## src/spisr_cfg.svh

```systemverilog
// constants of the serial status/data block: register indexes, reset values
// assumes 32-bit apb with one register per aligned word (byte address = 4 * index)
`ifndef SPISR_CFG_SVH
`define SPISR_CFG_SVH

// register indexes, byte address is four times the index
`define SPISR_IDX_STAT 8'hc4
`define SPISR_IDX_DATA 8'hc5
`define SPISR_IDX_IRQS 8'hc6
`define SPISR_IDX_IRQM 8'hc7
`define SPISR_IDX_CTRL 8'hd4

// apb address width in bits
`define SPISR_AW 12

// reset values
`define SPISR_CTRL_RST 8'h14
`define SPISR_STAT_RST 8'h08
`define SPISR_IRQM_RST 3'h7
`define SPISR_SYNC_RST 4'hf

// sticky interrupt bit positions
`define SPISR_IRQ_DONE 0
`define SPISR_IRQ_TXE  1
`define SPISR_IRQ_MODE_FAULT_FLAG 2

// bytes are eight bits, master frame is sixteen half periods
`define SPISR_BITS  4'h8
`define SPISR_HALVES 5'h10

`endif

```

## src/spisr_pkg.sv

```systemverilog
// types of the serial status/data block
// assumes spisr_cfg.svh supplies the numeric constants
package spisr_pkg;

   // exchange engine state
   typedef enum logic [0:0] {st_idle, st_run} spisr_state_e;

   // register selected by an apb address
   typedef enum logic [2:0] {
      reg_none, reg_stat, reg_data, reg_irqs, reg_irqm, reg_ctrl
   } spisr_reg_e;

   // control register layout, bit 7 first
   typedef struct packed {
      logic rate_hi;     // clock_rate_select_hi
      logic en;          // interface_enable_bit
      logic select_pin_disable;       // select_pin_disable
      logic master_role_select;        // master_role_select
      logic cpol;        // idle level of sck
      logic cpha;        // sample on returning edge
      logic rate_mid;    // clock_rate_select_mid
      logic rate_lo;     // clock_rate_select_lo
   } spisr_ctrl_s;

   // status and interrupt-control layout, bit 7 first
   typedef struct packed {
      logic done;        // transfer_done_flag
      logic rsvd;        // reserved, reads zero
      logic overrun_flag;         // overrun_flag
      logic mode_fault_flag;        // mode_fault_flag
      logic txe;         // tx_empty_flag
      logic lsb_first;   // lsb_first_select
      logic txe_ie;      // tx_empty_irq_enable
      logic mode_fault_flag_ie;     // mode_fault_irq_enable
   } spisr_stat_s;

   // synchronised serial pins
   typedef struct packed {
      logic sck;
      logic mosi;
      logic miso;
      logic ss_n;
   } spisr_pins_s;

endpackage

```

## src/spisr_sync.sv

```systemverilog
// two-flop synchroniser for a group of pin levels
// assumes inputs are asynchronous to clk; only q is read downstream
module spisr_sync #(
   parameter int          W   = 4,
   parameter logic [W-1:0] RST = '0
) (
   input  wire logic         clk,
   input  wire logic         rst_n,
   input  wire logic [W-1:0] d,
   output logic      [W-1:0] q
);

   logic [W-1:0] meta_q;   // first stage, read only by q

   // two stages, reset to a constant level
   always_ff @(posedge clk or negedge rst_n) begin
      if (!rst_n) begin
         meta_q <= RST;
         q      <= RST;
      end else begin
         meta_q <= d;
         q      <= meta_q;
      end
   end

endmodule

```

## src/spisr_top.sv

```systemverilog
// serial interface status, interrupt control and data buffer with apb access
// assumes pins are asynchronous to pclk; apb master follows the apb protocol
`include "spisr_cfg.svh"

module spisr_top (
   input  wire logic                   pclk,
   input  wire logic                   presetn,
   input  wire logic                   psel,
   input  wire logic                   penable,
   input  wire logic                   pwrite,
   input  wire logic [`SPISR_AW-1:0]   paddr,
   input  wire logic [31:0]            pwdata,
   output logic      [31:0]            prdata,
   output logic                        pready,
   output logic                        pslverr,
   input  wire logic                   sck_i,
   output logic                        sck_o,
   output logic                        sck_oe,
   input  wire logic                   mosi_i,
   output logic                        mosi_o,
   output logic                        mosi_oe,
   input  wire logic                   miso_i,
   output logic                        miso_o,
   output logic                        miso_oe,
   input  wire logic                   ss_n_i,
   output logic                        irq
);
   import spisr_pkg::*;

   // address decode, word aligned only
   function automatic spisr_reg_e dec_reg(input logic [`SPISR_AW-1:0] a);
      spisr_reg_e r;
      r = reg_none;
      if (a[1:0] == 2'h0) begin
         case (a[`SPISR_AW-1:2])
            {2'h0, `SPISR_IDX_STAT}: r = reg_stat;
            {2'h0, `SPISR_IDX_DATA}: r = reg_data;
            {2'h0, `SPISR_IDX_IRQS}: r = reg_irqs;
            {2'h0, `SPISR_IDX_IRQM}: r = reg_irqm;
            {2'h0, `SPISR_IDX_CTRL}: r = reg_ctrl;
            default:                 r = reg_none;
         endcase
      end
      return r;
   endfunction

   // half sck period in pclk cycles, minus one
   function automatic logic [6:0] half_m1(input logic [2:0] code);
      logic [6:0] h;
      h = 7'h3f;                               // invalid codes run slowest
      if (code != 3'h0 && code != 3'h7) begin
         h = 7'((7'h1 << code) - 7'h1);
      end
      return h;
   endfunction

   // synchronised pins
   spisr_pins_s pin_s;
   spisr_sync #(
      .W   (4),
      .RST (`SPISR_SYNC_RST)
   ) u_sync (
      .clk   (pclk),
      .rst_n (presetn),
      .d     ({sck_i, mosi_i, miso_i, ss_n_i}),
      .q     (pin_s)
   );

   // register state
   spisr_ctrl_s ctrl_q, ctrl_d;         // control
   spisr_stat_s stat_q, stat_d;         // status and irq control
   logic [7:0]  rxbuf_q, rxbuf_d;       // receive buffer
   logic        arm_q, arm_d;           // done clear armed by status read
   logic [2:0]  irqs_q, irqs_d;         // sticky interrupt status
   logic [2:0]  irqm_q, irqm_d;         // interrupt mask
   logic        irq_d;
   logic [31:0] prdata_d;
   logic        pready_d, pslverr_d;

   // engine state
   spisr_state_e st_q, st_d;
   logic [7:0]  sh_q, sh_d;             // transmit shift register
   logic [7:0]  rx_q, rx_d;             // receive shift register
   logic [4:0]  cnt_q, cnt_d;           // ticks (master) or samples (slave)
   logic [6:0]  div_q, div_d;           // half period divider
   logic        ph_q, ph_d;             // master sck phase, 0 is idle
   logic        first_q, first_d;       // first shift edge still pending
   logic        sck_prev_q;             // previous synced sck

   // engine events
   logic        ev_xfer;                // byte complete
   logic        ev_mf;                  // mode fault detected
   logic        ev_wovr;                // data written mid-exchange
   logic        ev_load;                // data write accepted

   // apb phase terms
   spisr_reg_e  sel_reg;
   logic        acc_end;
   logic        wr_data, rd_data, rd_stat;
   assign sel_reg = dec_reg(paddr);
   assign acc_end = psel & penable & pready;
   assign wr_data = acc_end & pwrite & (sel_reg == reg_data);
   assign rd_data = acc_end & !pwrite & (sel_reg == reg_data);
   assign rd_stat = acc_end & !pwrite & (sel_reg == reg_stat);

   // serial edge terms
   logic        sel_s, lvl, lvl_prev, tick, lead, trail, sample_ev, shift_ev, in_bit;
   assign sel_s     = ctrl_q.select_pin_disable | !pin_s.ss_n;
   assign lvl       = pin_s.sck ^ ctrl_q.cpol;
   assign lvl_prev  = sck_prev_q ^ ctrl_q.cpol;
   assign tick      = (div_q == half_m1({ctrl_q.rate_hi, ctrl_q.rate_mid, ctrl_q.rate_lo}));
   assign lead      = ctrl_q.master_role_select ? (tick & !ph_q) : (lvl & !lvl_prev);
   assign trail     = ctrl_q.master_role_select ? (tick & ph_q) : (!lvl & lvl_prev);
   assign sample_ev = ctrl_q.cpha ? trail : lead;
   assign shift_ev  = ctrl_q.cpha ? lead : trail;
   assign in_bit    = ctrl_q.master_role_select ? pin_s.miso : pin_s.mosi;

   // exchange engine next state
   always_comb begin
      st_d    = st_q;
      sh_d    = sh_q;
      rx_d    = rx_q;
      cnt_d   = cnt_q;
      div_d   = div_q;
      ph_d    = ph_q;
      first_d = first_q;
      ev_xfer = 1'b0;
      ev_mf   = 1'b0;
      ev_wovr = 1'b0;
      ev_load = 1'b0;
      if (!ctrl_q.en) begin
         // disabled: engine idle, counters, divider and phase held at reset values, shift registers keep their contents
         st_d    = st_idle;
         cnt_d   = 5'h0;
         div_d   = 7'h0;
         ph_d    = 1'b0;
         first_d = 1'b1;
      end else begin
         case (st_q)
            st_idle: begin
               if (ctrl_q.master_role_select & !ctrl_q.select_pin_disable & pin_s.ss_n == 1'b0) begin
                  ev_mf = 1'b1;
               end else if (wr_data) begin
                  // write goes straight to the shifter
                  sh_d    = pwdata[7:0];
                  ev_load = 1'b1;
                  if (ctrl_q.master_role_select) begin
                     st_d    = st_run;
                     cnt_d   = 5'h0;
                     div_d   = 7'h0;
                     ph_d    = 1'b0;
                     first_d = 1'b1;
                  end
               end else if (!ctrl_q.master_role_select & sel_s) begin
                  // slave selected: fresh exchange
                  st_d    = st_run;
                  cnt_d   = 5'h0;
                  first_d = 1'b1;
               end
            end
            st_run: begin
               ev_wovr = wr_data;
               if (ctrl_q.master_role_select & !ctrl_q.select_pin_disable & !pin_s.ss_n) begin
                  ev_mf = 1'b1;
                  st_d  = st_idle;
               end else if (!ctrl_q.master_role_select & !sel_s) begin
                  // slave deselected mid-exchange: fault, drop the byte
                  ev_mf = 1'b1;
                  st_d  = st_idle;
               end else begin
                  if (sample_ev) begin
                     rx_d = stat_q.lsb_first ? {in_bit, rx_q[7:1]}
                                             : {rx_q[6:0], in_bit};
                  end
                  if (shift_ev) begin
                     first_d = 1'b0;
                     if (!(ctrl_q.cpha & first_q)) begin
                        sh_d = stat_q.lsb_first ? {1'b0, sh_q[7:1]}
                                                : {sh_q[6:0], 1'b0};
                     end
                  end
                  if (ctrl_q.master_role_select) begin
                     // master: sixteen half periods per byte
                     div_d = tick ? 7'h0 : 7'(div_q + 7'h1);
                     if (tick) begin
                        ph_d  = !ph_q;
                        cnt_d = 5'(cnt_q + 5'h1);
                        if (cnt_q == `SPISR_HALVES - 5'h1) begin
                           ev_xfer = 1'b1;
                           st_d    = st_idle;
                        end
                     end
                  end else if (sample_ev) begin
                     // slave: eight samples per byte, stay selected
                     cnt_d = 5'(cnt_q + 5'h1);
                     if (cnt_q == {1'b0, `SPISR_BITS - 4'h1}) begin
                        ev_xfer = 1'b1;
                        cnt_d   = 5'h0;
                        first_d = 1'b1;
                     end
                  end
               end
            end
            default: st_d = st_idle;
         endcase
      end
   end

   // engine registers
   always_ff @(posedge pclk or negedge presetn) begin
      if (!presetn) begin
         st_q       <= st_idle;
         sh_q       <= 8'h00;
         rx_q       <= 8'h00;
         cnt_q      <= 5'h00;
         div_q      <= 7'h00;
         ph_q       <= 1'b0;
         first_q    <= 1'b1;
         sck_prev_q <= 1'b1;
      end else begin
         st_q       <= st_d;
         sh_q       <= sh_d;
         rx_q       <= rx_d;
         cnt_q      <= cnt_d;
         div_q      <= div_d;
         ph_q       <= ph_d;
         first_q    <= first_d;
         sck_prev_q <= pin_s.sck;
      end
   end

   // register file, flags and interrupt next state
   always_comb begin
      ctrl_d    = ctrl_q;
      stat_d    = stat_q;
      rxbuf_d   = rxbuf_q;
      arm_d     = arm_q;
      irqs_d    = irqs_q;
      irqm_d    = irqm_q;
      prdata_d  = prdata;
      pready_d  = psel & penable & !pready;
      pslverr_d = psel & penable & !pready & (sel_reg == reg_none);
      // read data prepared one cycle before pready
      if (psel & penable & !pready) begin
         case (sel_reg)
            reg_stat: prdata_d = {24'h0, stat_q.done, 1'b0, stat_q[5:0]};
            reg_data: prdata_d = {24'h0, rxbuf_q};
            reg_irqs: prdata_d = {29'h0, irqs_q};
            reg_irqm: prdata_d = {29'h0, irqm_q};
            reg_ctrl: prdata_d = {24'h0, ctrl_q};
            default:  prdata_d = 32'h0;
         endcase
      end
      // software writes
      if (acc_end & pwrite) begin
         case (sel_reg)
            reg_stat: stat_d[2:0] = pwdata[2:0];
            reg_irqs: irqs_d      = irqs_q & ~pwdata[2:0];
            reg_irqm: irqm_d      = pwdata[2:0];
            reg_ctrl: ctrl_d      = pwdata[7:0];
            default:  ;
         endcase
      end
      // status read arms done clear, clears fault flags
      if (rd_stat) begin
         arm_d       = stat_q.done;
         stat_d.overrun_flag  = 1'b0;
         stat_d.mode_fault_flag = 1'b0;
      end
      // data access after armed status read clears done
      if ((rd_data | wr_data) & arm_q) begin
         stat_d.done = 1'b0;
         arm_d       = 1'b0;
      end
      // transmit register occupancy
      if (ev_load) begin
         stat_d.txe = 1'b0;
      end
      if (!ctrl_q.en) begin
         stat_d.txe = 1'b1;
      end
      // byte complete: keep unread byte on overrun, set wins over clear
      if (ev_xfer) begin
         stat_d.txe = 1'b1;
         if (stat_d.done) begin
            stat_d.overrun_flag = 1'b1;
         end else begin
            rxbuf_d     = rx_d;
            stat_d.done = 1'b1;
         end
      end
      if (ev_wovr) begin
         stat_d.overrun_flag = 1'b1;
      end
      // mode fault
      if (ev_mf) begin
         stat_d.mode_fault_flag = 1'b1;
         if (ctrl_q.master_role_select) begin
            ctrl_d.en = 1'b0;
         end
      end
      // sticky events: done only while txe_ie is clear, txe only while txe_ie is set, mode fault by its enable
      if (stat_d.done & !stat_q.done & !stat_q.txe_ie) begin
         irqs_d[`SPISR_IRQ_DONE] = 1'b1;
      end
      if (stat_d.txe & !stat_q.txe & stat_q.txe_ie) begin
         irqs_d[`SPISR_IRQ_TXE] = 1'b1;
      end
      if (ev_mf & stat_q.mode_fault_flag_ie & !ctrl_q.select_pin_disable) begin
         irqs_d[`SPISR_IRQ_MODE_FAULT_FLAG] = 1'b1;
      end
      irq_d = |(irqs_d & irqm_d);
   end

   // register file flops
   always_ff @(posedge pclk or negedge presetn) begin
      if (!presetn) begin
         ctrl_q  <= `SPISR_CTRL_RST;
         stat_q  <= `SPISR_STAT_RST;
         rxbuf_q <= 8'h00;
         arm_q   <= 1'b0;
         irqs_q  <= 3'h0;
         irqm_q  <= `SPISR_IRQM_RST;
         irq     <= 1'b0;
         prdata  <= 32'h0;
         pready  <= 1'b0;
         pslverr <= 1'b0;
      end else begin
         ctrl_q  <= ctrl_d;
         stat_q  <= stat_d;
         rxbuf_q <= rxbuf_d;
         arm_q   <= arm_d;
         irqs_q  <= irqs_d;
         irqm_q  <= irqm_d;
         irq     <= irq_d;
         prdata  <= prdata_d;
         pready  <= pready_d;
         pslverr <= pslverr_d;
      end
   end

   // pin drive next values
   logic sck_o_d, sck_oe_d, mosi_o_d, mosi_oe_d, miso_o_d, miso_oe_d, out_bit;
   always_comb begin
      out_bit   = stat_q.lsb_first ? sh_d[0] : sh_d[7];
      sck_o_d   = ctrl_q.cpol ^ (ph_d & (st_d == st_run));
      sck_oe_d  = ctrl_q.en & ctrl_q.master_role_select;
      mosi_o_d  = out_bit;
      mosi_oe_d = ctrl_q.en & ctrl_q.master_role_select;
      miso_o_d  = out_bit;
      miso_oe_d = ctrl_q.en & !ctrl_q.master_role_select & sel_s;
   end

   // pin flops
   always_ff @(posedge pclk or negedge presetn) begin
      if (!presetn) begin
         sck_o   <= 1'b0;
         sck_oe  <= 1'b0;
         mosi_o  <= 1'b0;
         mosi_oe <= 1'b0;
         miso_o  <= 1'b0;
         miso_oe <= 1'b0;
      end else begin
         sck_o   <= sck_o_d;
         sck_oe  <= sck_oe_d;
         mosi_o  <= mosi_o_d;
         mosi_oe <= mosi_oe_d;
         miso_o  <= miso_o_d;
         miso_oe <= miso_oe_d;
      end
   end

endmodule

```

## config.mk

```make
export PLATFORM = sky130hd
export DESIGN_NAME = spisr_top
export DESIGN_NICKNAME = d
export VERILOG_FILES = /design/src/spisr_pkg.sv /design/src/spisr_sync.sv /design/src/spisr_top.sv
export VERILOG_INCLUDE_DIRS = /design/src
export SDC_FILE = /design/constraint.sdc
export NUM_CORES = 1
export LEC_CHECK = 0
export BUFFER_PORTS_ARGS = -buffer_cell sky130_fd_sc_hd__buf_4
export CORE_UTILIZATION = 45
export DETAILED_ROUTE_END_ITERATION = 16
export GPL_ROUTABILITY_DRIVEN = 0
export PLACE_DENSITY_LB_ADDON = 0.25
export SETUP_SLACK_MARGIN = 0.5
export SLEW_MARGIN = 25
export SYNTH_ARGS = -nofsm -noshare
export SYNTH_HDL_FRONTEND = slang
export SYNTH_HIERARCHICAL = 1
export SYNTH_SLANG_ARGS = --single-unit
```

## constraint.sdc

```tcl
create_clock -name pclk -period 4.1 [get_ports pclk]
set_clock_uncertainty 0.1 [all_clocks]
set_input_delay 0.82 -clock pclk [delete_from_list [all_inputs] [get_ports pclk]]
set_output_delay 0.82 -clock pclk [all_outputs]
set_load 0.02 [all_outputs]
```

==> insert_results.sql <==
INSERT INTO impl_metrics (metric_group, metric, value, unit) VALUES
('synthesis', 'synth_edf_count', '0', ''),
('floorplan', 'core_area', '10300', 'µm²'),
('synthesis', 'syn-mean-instance-area', '10.2', 'µm²'),
('synthesis', 'post_synth_inst_count', '471', ''),
('clock_tree', 'clkSlewWorstSetupHoldPaths', '80', 'ps'),
('cells_and_area', 'layoutNonFillerInstCount', '659', ''),
('clock_tree', 'numClockSinks', '85', ''),
('cells_and_area', 'nets', '576', ''),
('floorplan', 'dieWidth', '105', 'µm'),
('hold_path', 'hold_path_class', 'reg2reg', ''),
('routing', 'first_pass_iters', '4', ''),
('power', 'power.density', '285', 'nW/µm²'),
('synthesis', 'yosys.cell_types.count', '72', ''),
('worst_setup_path', 'worstPathRequired', '4240', 'ps'),
('cells_and_area', 'area.sequential', '2150', 'µm²'),
('clock_tree', 'tritoncts', 'built', ''),
('sta', 'hold_violations', '0', ''),
('worst_setup_path', 'critical_path.most_common_cell', 'mux2_2', ''),
('clock_tree', 'tritoncts.num_buffers', '9', ''),
('cells_and_area', 'layout.filler_cells', '948', ''),
('power', 'total_power', '1.55', 'mW'),
('floorplan', 'placement_rows', '37', ''),
('synthesis', 'yosysSeqAreaShare', '44.8', '%'),
('sta', 'maxClockFrequency', '291', 'MHz'),
('status', 'outcome', 'complete, no violations', ''),
('synthesis', 'synthArstFlopShare', '100', '%'),
('floorplan', 'die_h', '105', 'µm'),
('worst_setup_path', 'critPathSlowestCell', 'or4b_1', ''),
('synthesis', 'number_of_storage_elements_in_the_synthesis_netlist', '85', ''),
('worst_setup_path', 'timing.critical_path.to_type', 'flip-flop', ''),
('worst_setup_path', 'crit_type', 'reg2reg', ''),
('routing', 'vias_per_cell', '5.73', ''),
('cells_and_area', 'drive_above_1_share', '28.9', '%'),
('worst_setup_path', 'cpPeakStageDelay', '520', 'ps'),
('sta', 'maxSlewHeadroom', '45.6', '%'),
('placement', 'placement.io_buffers', '45', ''),
('cells_and_area', 'area_delta_synth_final', '13.1', '%'),
('floorplan', 'floorplan.initialDensity', '46.4', '%'),
('sta', 'worst_slew_pin_slew', '816', 'ps'),
('global_routing', 'global_route.overflow_total', '0', ''),
('worst_setup_path', 'crit_path_cell_trace', 'or4b_1, o22ai_1, o2111ai_2, or2_2, inv_1, ha_1, nor2b_1, a311oi_2, nor2_1, nor2_4, mux2_2, mux2_2', ''),
('global_routing', 'vias_in_the_first_global_route', '3640', ''),
('placement', 'place_worst_setup_slack', '552', 'ps'),
('placement', 'placed_cells_incl_taps', '642', ''),
('global_routing', 'grt_antenna_before_repair', '0', ''),
('cells_and_area', 'final_cell_mix', 'dfrtp_1, buf_4, nand2_1', ''),
('routing', 'first_iter_violations', '183', ''),
('clock_tree', 'clkLatencyLatePin', '350', 'ps'),
('global_routing', 'grt_usage', '21.7', '%'),
('floorplan', 'floorplan.io_pins', '94', ''),
('global_routing', 'first_pass_grt_wire_length', '18.7', 'mm'),
('synthesis', 'yosysWarnings', '6', ''),
('sta', 'fin_tns_setup', '0', 'ps'),
('power', 'leakage', '2.38', 'nW'),
('power', 'irDropWorstVdd', '0.000164', 'V'),
('clock_tree', 'cts_htree_levels', '3', ''),
('synthesis', 'post_synth_instance_area', '4790', 'µm²'),
('floorplan', 'fp.dieArea', '11100', 'µm²'),
('worst_setup_path', 'worstPathArrival', '3580', 'ps'),
('worst_setup_path', 'critPathMaxFanout', '8', ''),
('global_routing', 'grt_max_degree', '66', ''),
('clock_tree', 'clockBufferDepth', '2', ''),
('worst_setup_path', 'setup.worst_path.start_class', 'flip-flop', ''),
('sta', 'fin_crit_sh', '83.7', '%'),
('sta', 'setup-violations-final', '0', ''),
('cells_and_area', 'antennaDiodeCount', '0', ''),
('sta', 'layout_min_cycle_time', '3430', 'ps'),
('sta', 'unrepaired_setup_endpoints_after_global_routing', 'false', ''),
('sta', 'fin_ws', '667', 'ps'),
('synthesis', 'ys.flop_type', 'dfrtp_1', ''),
('clock_tree', 'root_buffer', 'clkbuf_8', ''),
('sta', 'report.final.slew_viol_count', '0', ''),
('routing', 'route.antenna.remaining_nets', '0', ''),
('flow_run', 'count_of_maximum_capacitance_violations', '0', ''),
('cells_and_area', 'combined_area_of_the_multi_input_logic_cells', '2420', 'µm²'),
('routing', 'drt_wl_total', '11.3', 'mm'),
('placement', 'estimated_wirelength_of_the_detail_placed_design', '8.26', 'mm'),
('routing', 'wire_per_inst', '17.2', 'µm'),
('routing', 'route.vias.total', '3773', ''),
('cells_and_area', 'mostFrequentLayoutCell', 'dfrtp_1', ''),
('routing', 'drc', '0', '');
## cell usage after synthesis, types with 3 or more instances
cell       count  area share [%]
nand2_1       42             3.3
and3_1         9             1.2
o2bb2ai_1      9             1.6
o211ai_1       3            0.47
a31oi_1        3            0.39
nor2_1        26             2.0
dfrtp_1       69              36
a22o_1         5            0.91
clkbuf_1      13             1.0
xnor2_1        3            0.55
buf_4         27             4.2
nor3_1         3            0.31
o21ai_1        3            0.31
o21ai_0       31             3.2
nand4_1        5            0.65
o31ai_1        3            0.47
nand3_1       16             1.7
nor3b_1        4            0.63
nor4_1         3            0.39
xor2_1         3            0.55
a222oi_1       3            0.63
a22oi_1        8             1.3
nand2b_1       6            0.78
nor2b_1        4            0.52
mux2i_1        4            0.84
inv_1         13             1.0
or2_2          3            0.39
o22ai_1        3            0.39
a21oi_1       21             2.2
a32oi_1        5            0.91
dfstp_2       16             8.8
ha_1           5             1.3
nand3b_1       5            0.78
and4_1         6             1.1
mux2_2        41             9.6
## critical path, delay by kind of cell (launching register included)
family                   cells  cell delay [ps]
AND/OR/NAND/NOR              5             1280
flip-flops                   1              430
adder cells (fa/ha/maj)      1              170
AO/OA/AOI/OAI                3              590
multiplexers                 2              650
buffers and inverters        1               90
## power breakdown
group / switching (mW) / total, mW / leakage [nW] / internal, mW
Sequential: 0.00400 / 0.851 / 1.09 / 0.847
Combinational: 0.0628 / 0.0903 / 1.20 / 0.0275
Clock: 0.305 / 0.604 / 0.0959 / 0.300
## metrics by stage
step,area [µm²],util (%),hold WS [ps]
after CTS,5390,52.2,259
final,5420,52.5,259
after global placement,5190,50.3,245
after global routing,5420,52.5,261
after floorplan,4880,-,245
after detailed placement,5190,50.3,248
## layer usage
layer | track usage [%] | share of wire [%] | up-vias
met4 | 6.64 | 1.3 | 0
li1 | - | - | 1785
met5 | 0 | 0 | -
met2 | 34.2 | 47 | 126
met1 | 30.8 | 48 | 1850
met3 | 2.99 | 4.4 | 12
## worst paths after layout
path                                                 start  slack [ps]                     end  depth (start not counted)
worst max-delay path                  div_q[1]$_DFFE_PN0P_         670  rxbuf_q[1]$_DFFE_PN0P_                         12
worst min-delay path            u_sync/meta_q[3]$_DFF_PN1_         260   u_sync/q[3]$_DFF_PN1_                          0
worst max register to register        div_q[1]$_DFFE_PN0P_         670  rxbuf_q[1]$_DFFE_PN0P_                         12
worst min register to register  u_sync/meta_q[3]$_DFF_PN1_         260   u_sync/q[3]$_DFF_PN1_                          0
max in group asynchronous                          presetn        2630   ctrl_q[2]$_DFFE_PN1P_                          2
min in group asynchronous                          presetn         430    div_q[6]$_DFFE_PN0P_                          1
## kinds of logic (layout without fill, tap and decap cells)
kind of cell             after synthesis  in the layout  synth area share, %
flip-flops                            85             85                 44.8
multiplexers                          45             45                 10.5
buffers and inverters                 57             86                 6.79
adder cells (fa/ha/maj)                5              5                 1.31
AO/OA/AOI/OAI                        120            120                 17.5
XOR/XNOR                               6              6                 1.10
other                                  1             24               0.0783
AND/OR/NAND/NOR                      152            152                 17.9
## cell type report
type,instances,area share (%)
sequential,85,39.6
tap,136,3.14
multi-input combinational,352,44.7
timing repair buffer,57,7.89
inverter,13,0.900
clock buffer,11,2.61
clock inverter,5,1.08
## flip-flops by register name (all words and copies together) (netlist names), 3 cells and up
| name | count |
|---|---|
| stat_q | 7 |
| u_sync/meta_q | 4 |
| cnt_q | 5 |
| u_sync/q | 4 |
| sh_q | 8 |
| ctrl_q | 8 |
| rxbuf_q | 8 |
| rx_q | 8 |
| div_q | 7 |
| irqs_q | 3 |
| prdata | 8 |
| irqm_q | 3 |
## what timing repair did
item,in CTS,in global routing
setup endpoints to repair,0,19
gates resized for setup,0,4
buffers inserted,0,1
hold buffers,0,0
No activity file was read; power rests on OpenSTA's default activity.
